$ cat src/design/jtp_pkg.sv
package jtp_pkg;
  localparam int          JTP_IR_W       = 4;
  localparam int          JTP_BSR_W      = 16;
  localparam int          JTP_RESET_TMS  = 5;
  localparam logic [3:0]  JTP_IR_RST     = 4'hF;
  // Instruction codes
  localparam logic [3:0]  JTP_OP_EXTEST  = 4'h0;
  localparam logic [3:0]  JTP_OP_SAMPLE  = 4'h1;
  localparam logic [3:0]  JTP_OP_DBGCMD  = 4'h8;
  localparam logic [3:0]  JTP_OP_BYPASS  = 4'hF;
  // Debug command word: [47:46] size, [45] offset mode, [44] write,
  // [43:42] op, [41:32] unused, [31:0] address or data
  localparam int          JTP_DBG_W      = 48;
  localparam int          JTP_F_SIZE     = 46;
  localparam int          JTP_F_OFFSET   = 45;
  localparam int          JTP_F_WRITE    = 44;
  localparam int          JTP_F_OP       = 42;
  localparam logic [1:0]  JTP_SZ_BYTE    = 2'h0;
  localparam logic [1:0]  JTP_SZ_WORD    = 2'h1;
  localparam logic [1:0]  JTP_SZ_LONG    = 2'h2;
  localparam logic [1:0]  JTP_DOP_MEM    = 2'h0;
  localparam logic [1:0]  JTP_DOP_HALT   = 2'h1;
  localparam logic [1:0]  JTP_DOP_STEP   = 2'h2;
  localparam logic [1:0]  JTP_DOP_RUN    = 2'h3;
  typedef enum logic [3:0] {
    JTP_TLR, JTP_RTI, JTP_SEL_DR, JTP_CAP_DR, JTP_SH_DR, JTP_EX1_DR,
    JTP_PAU_DR, JTP_EX2_DR, JTP_UPD_DR, JTP_SEL_IR, JTP_CAP_IR,
    JTP_SH_IR, JTP_EX1_IR, JTP_PAU_IR, JTP_EX2_IR, JTP_UPD_IR
  } jtp_state_e;
endpackage

$ cat src/design/jtp_sync.sv
`timescale 1ns/100ps
`default_nettype none
module jtp_sync #(
  parameter int W = 3
) (
  input  wire logic         i_clk,
  input  wire logic         i_nrst,
  input  wire logic [W-1:0] i_async,
  output logic      [W-1:0] o_sync
);
  logic [W-1:0] meta_reg;
  always_ff @(posedge i_clk or negedge i_nrst) begin
    if (!i_nrst) begin
      meta_reg <= '0;
      o_sync   <= '0;
    end else begin
      meta_reg <= i_async;
      o_sync   <= meta_reg;
    end
  end
endmodule
`default_nettype wire

$ cat src/design/jtp_tap.sv
// Summary of operation
// - Test data out changes only on a falling test clock edge.
// - Test data out is driven only in the two shift states, else released.
// - Test data in is sampled on each rising test clock edge while shifting.
// - Five rising edges with mode select high bring the controller to reset.
// - From reset, mode select low on a rising edge moves to idle.
// - All serial activity is timed by the host-supplied test clock.
// - Debug accesses carry byte, word or long sizes, full-address or offset.
// - An invalid debug address raises an error flag but never locks the port.
// - The port can halt, step and access memory while the core is halted.
// - An instruction register, decoder, boundary register and bypass bit exist.
`timescale 1ns/100ps
`default_nettype none
module jtp_tap
  import jtp_pkg::*;
#(
  parameter int BSR_W = JTP_BSR_W
) (
  input  wire logic             i_clk,
  input  wire logic             i_nrst,
  input  wire logic             i_tck,
  input  wire logic             i_tms,
  input  wire logic             i_tdi,
  output logic                  o_tdo,
  output logic                  o_tdo_oe,
  input  wire logic [BSR_W-1:0] i_bsr_pins,
  output logic      [BSR_W-1:0] o_bsr_pins,
  output logic                  o_extest,
  output logic                  o_dbg_req,
  output logic      [1:0]       o_dbg_op,
  output logic      [1:0]       o_dbg_size,
  output logic                  o_dbg_offset,
  output logic                  o_dbg_write,
  output logic      [31:0]      o_dbg_addr,
  input  wire logic             i_dbg_done,
  input  wire logic             i_dbg_err,
  input  wire logic [31:0]      i_dbg_rdata,
  input  wire logic             i_core_halted,
  output logic      [3:0]       o_state
);
  //////////////////////////////////////////////////////////////////////////
  logic [2:0] pin_sync;
  logic       tck_d_reg;
  jtp_sync #(.W(3)) u_sync (
    .i_clk   (i_clk),
    .i_nrst  (i_nrst),
    .i_async ({i_tck, i_tms, i_tdi}),
    .o_sync  (pin_sync)
  );
  wire tck_s = pin_sync[2];
  wire tms_s = pin_sync[1];
  wire tdi_s = pin_sync[0];
  wire tck_rise = tck_s & ~tck_d_reg;
  wire tck_fall = ~tck_s & tck_d_reg;
  always_ff @(posedge i_clk or negedge i_nrst) begin
    if (!i_nrst) tck_d_reg <= 1'b0;
    else tck_d_reg <= tck_s;
  end
  //////////////////////////////////////////////////////////////////////////
  jtp_state_e st_reg, st_next;
  always_comb begin
    case (st_reg)
      JTP_TLR:    st_next = tms_s ? JTP_TLR : JTP_RTI;
      JTP_RTI:    st_next = tms_s ? JTP_SEL_DR : JTP_RTI;
      JTP_SEL_DR: st_next = tms_s ? JTP_SEL_IR : JTP_CAP_DR;
      JTP_CAP_DR: st_next = tms_s ? JTP_EX1_DR : JTP_SH_DR;
      JTP_SH_DR:  st_next = tms_s ? JTP_EX1_DR : JTP_SH_DR;
      JTP_EX1_DR: st_next = tms_s ? JTP_UPD_DR : JTP_PAU_DR;
      JTP_PAU_DR: st_next = tms_s ? JTP_EX2_DR : JTP_PAU_DR;
      JTP_EX2_DR: st_next = tms_s ? JTP_UPD_DR : JTP_SH_DR;
      JTP_UPD_DR: st_next = tms_s ? JTP_SEL_DR : JTP_RTI;
      JTP_SEL_IR: st_next = tms_s ? JTP_TLR : JTP_CAP_IR;
      JTP_CAP_IR: st_next = tms_s ? JTP_EX1_IR : JTP_SH_IR;
      JTP_SH_IR:  st_next = tms_s ? JTP_EX1_IR : JTP_SH_IR;
      JTP_EX1_IR: st_next = tms_s ? JTP_UPD_IR : JTP_PAU_IR;
      JTP_PAU_IR: st_next = tms_s ? JTP_EX2_IR : JTP_PAU_IR;
      JTP_EX2_IR: st_next = tms_s ? JTP_UPD_IR : JTP_SH_IR;
      JTP_UPD_IR: st_next = tms_s ? JTP_SEL_DR : JTP_RTI;
      default:    st_next = JTP_TLR;
    endcase
  end
  always_ff @(posedge i_clk or negedge i_nrst) begin
    if (!i_nrst) st_reg <= JTP_TLR;
    else if (tck_rise) st_reg <= st_next;
  end
  assign o_state = st_reg;
  //////////////////////////////////////////////////////////////////////////
  logic [JTP_IR_W-1:0]  ir_reg, ir_sh_reg;
  logic [BSR_W-1:0]     bsr_reg, bsr_upd_reg;
  logic                 byp_reg;
  logic [JTP_DBG_W-1:0] dbg_reg;
  logic                 err_reg;
  // Instruction decoder; unknown codes fall back to bypass
  wire sel_bsr = (ir_reg == JTP_OP_EXTEST) || (ir_reg == JTP_OP_SAMPLE);
  wire sel_dbg = (ir_reg == JTP_OP_DBGCMD);
  wire sh_dr   = (st_reg == JTP_SH_DR);
  wire sh_ir   = (st_reg == JTP_SH_IR);
  wire cap_dr  = (st_reg == JTP_CAP_DR);
  wire upd_dr  = (st_reg == JTP_UPD_DR);
  wire dr_lsb  = sel_bsr ? bsr_reg[0] : (sel_dbg ? dbg_reg[0] : byp_reg);
  wire sh_bit  = sh_ir ? ir_sh_reg[0] : dr_lsb;
  // Capture word: read data, then busy, error and halted flags
  wire [JTP_DBG_W-1:0] dbg_cap = {12'h000, 1'b0, i_core_halted, err_reg,
                                  o_dbg_req, i_dbg_rdata};
  always_ff @(posedge i_clk or negedge i_nrst) begin
    if (!i_nrst) begin
      ir_reg    <= JTP_IR_RST;
      ir_sh_reg <= '0;
    end else if (tck_rise) begin
      if (st_reg == JTP_TLR) ir_reg <= JTP_IR_RST;
      else if (st_reg == JTP_UPD_IR) ir_reg <= ir_sh_reg;
      if (st_reg == JTP_CAP_IR) ir_sh_reg <= JTP_IR_W'(1);
      else if (sh_ir) ir_sh_reg <= {tdi_s, ir_sh_reg[JTP_IR_W-1:1]};
    end
  end
  always_ff @(posedge i_clk or negedge i_nrst) begin
    if (!i_nrst) begin
      bsr_reg     <= '0;
      bsr_upd_reg <= '0;
      byp_reg     <= 1'b0;
      dbg_reg     <= '0;
    end else if (tck_rise) begin
      if (cap_dr) begin
        bsr_reg <= i_bsr_pins;
        byp_reg <= 1'b0;
        dbg_reg <= dbg_cap;
      end else if (sh_dr) begin
        if (sel_bsr) bsr_reg <= {tdi_s, bsr_reg[BSR_W-1:1]};
        else if (sel_dbg) dbg_reg <= {tdi_s, dbg_reg[JTP_DBG_W-1:1]};
        else byp_reg <= tdi_s;
      end
      if (upd_dr && sel_bsr) bsr_upd_reg <= bsr_reg;
    end
  end
  assign o_bsr_pins = bsr_upd_reg;
  assign o_extest   = (ir_reg == JTP_OP_EXTEST);
  //////////////////////////////////////////////////////////////////////////
  // Debug request: raised at Update-DR, held until the core answers.
  // A new command while busy is ignored rather than queued.
  logic       req_reg;
  logic [1:0] op_reg, size_reg;
  logic       off_reg, wr_reg;
  logic [31:0] addr_reg;
  wire        launch = tck_rise && upd_dr && sel_dbg && !req_reg;
  wire [1:0]  cmd_size = dbg_reg[JTP_F_SIZE +: 2];
  always_ff @(posedge i_clk or negedge i_nrst) begin
    if (!i_nrst) begin
      req_reg  <= 1'b0;
      op_reg   <= JTP_DOP_MEM;
      size_reg <= JTP_SZ_BYTE;
      off_reg  <= 1'b0;
      wr_reg   <= 1'b0;
      addr_reg <= '0;
    end else if (launch) begin
      req_reg  <= 1'b1;
      size_reg <= (cmd_size == 2'h3) ? JTP_SZ_LONG : cmd_size;
      off_reg  <= dbg_reg[JTP_F_OFFSET];
      wr_reg   <= dbg_reg[JTP_F_WRITE];
      op_reg   <= dbg_reg[JTP_F_OP +: 2];
      addr_reg <= dbg_reg[31:0];
    end else if (i_dbg_done) begin
      req_reg  <= 1'b0;
    end
  end
  // Error is sticky until the next command; port stays usable
  always_ff @(posedge i_clk or negedge i_nrst) begin
    if (!i_nrst) err_reg <= 1'b0;
    else if (req_reg && i_dbg_done) err_reg <= i_dbg_err;
    else if (launch) err_reg <= 1'b0;
  end
  assign o_dbg_req    = req_reg;
  assign o_dbg_op     = op_reg;
  assign o_dbg_size   = size_reg;
  assign o_dbg_offset = off_reg;
  assign o_dbg_write  = wr_reg;
  assign o_dbg_addr   = addr_reg;
  //////////////////////////////////////////////////////////////////////////
  // Output stage moves on falling edges only
  always_ff @(posedge i_clk or negedge i_nrst) begin
    if (!i_nrst) begin
      o_tdo    <= 1'b0;
      o_tdo_oe <= 1'b0;
    end else if (tck_fall) begin
      o_tdo    <= sh_bit;
      o_tdo_oe <= sh_dr | sh_ir;
    end
  end
  //////////////////////////////////////////////////////////////////////////
  // Saturating count of consecutive TMS highs, kept for the reset check only
  localparam logic [2:0] TMS_SAT = 3'(JTP_RESET_TMS);
  logic [2:0] tms_cnt;
  wire        tms_cnt_sat = (tms_cnt == TMS_SAT);
  always_ff @(posedge i_clk or negedge i_nrst) begin
    if (!i_nrst) tms_cnt <= '0;
    else if (tck_rise) tms_cnt <= !tms_s ? 3'h0 : (tms_cnt_sat ? tms_cnt : tms_cnt + 3'h1);
  end
  property p_tms_reset;
    @(posedge i_clk) disable iff (!i_nrst)
      tms_cnt_sat |-> (st_reg == JTP_TLR);
  endproperty
  a_tms_reset: assert property (p_tms_reset) else $error("no reset after five TMS highs");
  property p_idle;
    @(posedge i_clk) disable iff (!i_nrst)
      (tck_rise && st_reg == JTP_TLR && !tms_s) |=> (st_reg == JTP_RTI);
  endproperty
  a_idle: assert property (p_idle) else $error("reset did not go to idle");
  property p_tdo_fall;
    @(posedge i_clk) disable iff (!i_nrst)
      !tck_fall |=> $stable(o_tdo) && $stable(o_tdo_oe);
  endproperty
  a_tdo_fall: assert property (p_tdo_fall) else $error("TDO moved off falling edge");
  property p_oe;
    @(posedge i_clk) disable iff (!i_nrst)
      tck_fall |=> (o_tdo_oe == $past(sh_dr | sh_ir));
  endproperty
  a_oe: assert property (p_oe) else $error("TDO enable outside shift");
  property p_state_hold;
    @(posedge i_clk) disable iff (!i_nrst)
      !tck_rise |=> $stable(st_reg);
  endproperty
  a_state_hold: assert property (p_state_hold) else $error("state moved off rising edge");
  property p_byp;
    @(posedge i_clk) disable iff (!i_nrst)
      (tck_rise && sh_dr && !sel_bsr && !sel_dbg) |=> (byp_reg == $past(tdi_s));
  endproperty
  a_byp: assert property (p_byp) else $error("bypass did not take TDI");
  property p_err_free;
    @(posedge i_clk) disable iff (!i_nrst)
      (req_reg && i_dbg_done) |=> !req_reg;
  endproperty
  a_err_free: assert property (p_err_free) else $error("debug port stuck busy");
  property p_size;
    @(posedge i_clk) disable iff (!i_nrst)
      launch |=> (o_dbg_size != 2'h3) && o_dbg_req;
  endproperty
  a_size: assert property (p_size) else $error("bad access size");
endmodule
`default_nettype wire
$ cat config.mk
export PLATFORM = sky130hd
export DESIGN_NAME = jtp_tap
export DESIGN_NICKNAME = d
export VERILOG_FILES = /design/src/design/jtp_pkg.sv /design/src/design/jtp_sync.sv /design/src/design/jtp_tap.sv
export SDC_FILE = /design/constraint.sdc
export NUM_CORES = 1
export LEC_CHECK = 0
export BUFFER_PORTS_ARGS = -buffer_cell sky130_fd_sc_hd__buf_4
export CAP_MARGIN = 20
export CORE_AREA = 2 2 107 109
export CTS_BUF_LIST = sky130_fd_sc_hd__clkbuf_2 sky130_fd_sc_hd__clkbuf_4 sky130_fd_sc_hd__clkbuf_8
export CTS_CLUSTER_DIAMETER = 40
export DETAILED_ROUTE_END_ITERATION = 8
export DIE_AREA = 0 0 109 111
export GPL_TIMING_DRIVEN = 0
export PLACE_DENSITY = 0.8
export SLEW_MARGIN = 20
export SYNTH_ARGS = -nofsm -noshare
export SYNTH_HDL_FRONTEND = slang
export SYNTH_SLANG_ARGS = --single-unit
$ cat constraint.sdc
create_clock -name i_clk -period 2.3 [get_ports i_clk]
set_input_delay 0 -clock i_clk [delete_from_list [all_inputs] [get_ports i_clk]]
set_output_delay 0 -clock i_clk [all_outputs]
set_load 0.01 [all_outputs]
==> results.json <==
{
  "drv_slew": 0,
  "grt_max_degree": 87,
  "final_net_count": 703,
  "vias": 4676,
  "path_clk_slew_ns": 0.08,
  "gp_congestion": 0.812,
  "hpwl_mm": 9.42,
  "first_pass_iters": 4,
  "path_cells": "buf_2 > nor2b_2 > nand4_1 > nor2_1 > buf_4 > buf_6 > mux2_1",
  "synthesis.nets": 510,
  "finalCriticalPeriod_ns": 2.15,
  "grt-ovfl-total": 0,
  "skew_ns": 0.0136,
  "start_util_pct": 54.7,
  "drc_errors": 0,
  "r2r-end": "o_dbg_addr[21]$_DFFE_PN0P_",
  "crit_start": "o_state[3]$_DFFE_PN0P_",
  "n_antenna_cell": 0,
  "grt_pass1_wl_mm": 24.5,
  "slew_headroom_pct": 52.0,
  "via_per_inst": 5.82,
  "largest_reg_flops": 48,
  "p_int_mw": 4.57,
  "setup_viol": 0,
  "reg2reg_from": "o_state[3]$_DFFE_PN0P_",
  "cp_data_required_time_ns": 2.61,
  "switching_share_pct": 29.6,
  "area_growth_pct": 34.4,
  "worst_path_max_delay_cell": "dfrtp_1",
  "fill_cells": 704,
  "die_area_sq_um": 12100,
  "grt_usage_pct": 26.4,
  "clk_latency_ns": 0.44,
  "cts.sinks": 142,
  "p_seq_share_pct": 46.9,
  "yosysUniqueCellTypes": 49,
  "critical_path_arrival_ns": 2.46,
  "clockPowerShare_pct": 32.7,
  "finalPower_mw": 6.49,
  "rows": 39,
  "fin_setup_tns_ns": 0,
  "port_buffers": 117,
  "cts_buffer_depth": 2,
  "io_pins": 118,
  "ys_ff_latch": 142,
  "ant_nets": 0,
  "ys_seq_area_share_pct": 58.7,
  "status": "finished clean",
  "rsz0062_at_grt": "false",
  "async_flop_share_pct": 100,
  "syn-mean-instance-area_sq_um": 13.3,
  "crit_path_end": "o_dbg_addr[21]$_DFFE_PN0P_",
  "die_x_um": 109,
  "antenna_found_initial": 0,
  "wire_per_inst_um": 19.0,
  "synth_edf_count": 0,
  "cts_tree": "built",
  "ff2ff_setup_slack_ns": 0.15,
  "cts-root-buf": "clkbuf_8",
  "die_h_um": 111,
  "worstSetupStartpointType": "flip-flop",
  "rr_worst_depth": 7,
  "drt-total-wl_mm": 15.3,
  "p_switching_mw": 1.92,
  "crit_type": "reg -> reg",
  "h-tree-depth": 4,
  "final_layout_size_suffix_gt1_share_pct": 37.0,
  "power.density_nw_per_um2": 797,
  "slowest_delay_ns": 0.35,
  "worst_pin_slew_ns": 0.715,
  "netlist_area_sq_um": 6060,
  "synth-main-ff-cell": "dfrtp_1",
  "hold_violations": 0,
  "power_frac_comb_pct": 20.4,
  "core_sq_um": 11100,
  "hold_path_class": "in -> async",
  "numCtsBuffers": 17,
  "drtIter0Drc": 424,
  "yosysWarnings": 0,
  "end_kind": "flip-flop",
  "fmax_mhz": 465,
  "grt_pass1_vias": 4868,
  "peakVddDrop_uv": 423,
  "fin_cells": 803,
  "crit_fanout": 10,
  "syn_inst": 454,
  "period_share_pct": 93.5,
  "dp.cells": 715,
  "leakage_nw": 3.97,
  "drv_cap": 0
}
[cells in the mapped netlist, drive strengths merged (2+ instances only)]
cell	instances	area share, %
a2bb2oi	52	9.6
a22o	13	1.9
buf	22	2.7
o21a	2	0.37
nand3b	2	0.25
mux2	55	10
a31oi	2	0.21
nand2	19	1.2
nand3	2	0.17
or3b	2	0.29
nor2b	10	1.0
o31ai	2	0.25
nor4	2	0.21
and3	2	0.21
dfrtp	138	57
o211ai	2	0.25
o22a	4	0.58
clkbuf	16	0.99
dfstp	4	1.7
o21ai	11	0.97
a211oi	2	0.33
a21oi	7	0.58
nor2	9	0.56
nand2b	4	0.41
o22ai	52	5.4
nand4	4	0.52
nor3	3	0.33
[kinds of logic after synthesis]
kind of cell / synth area share, %
buffers and inverters: 3.76
flip-flops: 58.7
XOR/XNOR: 0.145
multiplexers: 10.4
AO/OA/AOI/OAI: 21.1
AND/OR/NAND/NOR: 5.83
[placed cells by master, fill, tap and decap left out, types with 7 or more instances in the layout]
cell           count
nand2_1           19
a2bb2oi_1         32
clkbuf_1          12
a22o_1            13
a21oi_1            7
mux2_1            20
a2bb2oi_2         20
dlygate4sd3_1     55
o22ai_1           52
mux2_2            35
nor2_1             9
clkbuf_8          19
buf_2             11
o21ai_0           10
buf_6              8
dfrtp_1          138
buf_4            119
nor2b_1            9
[routing by layer]
metal | vias to the layer above | part of all wire (%) | GRT usage, % | wire, um
li1 | 2128 | - | - | -
met1 | 2341 | 42 | 33.3 | 6350
met2 | 162 | 50 | 43.3 | 7680
met3 | 45 | 4.7 | 5.35 | 711
met4 | 0 | 3.4 | 12.6 | 522
met5 | - | 0 | 0 | 0
[layout make-up]
cell class	instances	area, sq um	share of cell area, %
multi-input combinational	273	2270	27.9
tap	143	179	2.20
buffer	38	229	2.81
sequential	142	3560	43.7
inverter	1	3.75	0.0461
timing repair buffer	174	1470	18.1
clock inverter	12	156	1.92
clock buffer	20	269	3.30
[what timing repair did]
item                                    CTS  global route
hold endpoints to repair                192             0
gates resized for setup                   0             9
endpoints found under the setup margin    0            64
hold buffers                             55             0
setup buffers                             0             1
[worst min-delay path by stage]
stage               startpoint                           end  depth (start not counted)
floorplan               i_nrst        bsr_reg[0]$_DFFE_PN0P_                          0
CTS                     i_nrst       dbg_reg[20]$_DFFE_PN0P_                          2
global route            i_nrst       dbg_reg[19]$_DFFE_PN0P_                          2
finish                  i_nrst       dbg_reg[19]$_DFFE_PN0P_                          2
global placement         i_tdi  u_sync.meta_reg[0]$_DFF_PN0_                          1
detailed placement      i_nrst       dbg_reg[19]$_DFFE_PN0P_                          1
[critical path, delay by kind of cell (launching register included)]
family / cells / cell delay, ns
simple gates: 3 / 0.69
flops: 1 / 0.35
buf+inv: 3 / 0.62
mux: 1 / 0.35
[power groups by stage]
stage / combinational (mW) / clock, mW / sequential, mW
6_report: 1.33 / 2.12 / 3.04
5_1_grt: 1.43 / 2.27 / 3.08
4_1_cts: 1.30 / 2.15 / 3.03
3_5_place_dp: 1.21 / 0 / 3.07
3_3_place_gp: 1.15 / 0 / 3.06
2_1_floorplan: 0.823 / 0 / 3.02
[through the flow]
stage                     instance area [sq um]  hold WS [ns]  worst slack (ns)  util, %
after floorplan                            6060        -0.296             0.357        -
after global placement                     7110         0.109            0.0326     64.2
after detailed placement                   7150       -0.0528            0.0189     64.5
after CTS                                  8130        0.0595            0.0119     73.4
after global routing                       8140        0.0914            0.0131     73.5
final                                      8140        0.0569             0.150     73.5
Note: power is estimated with default switching activity, not from simulation.
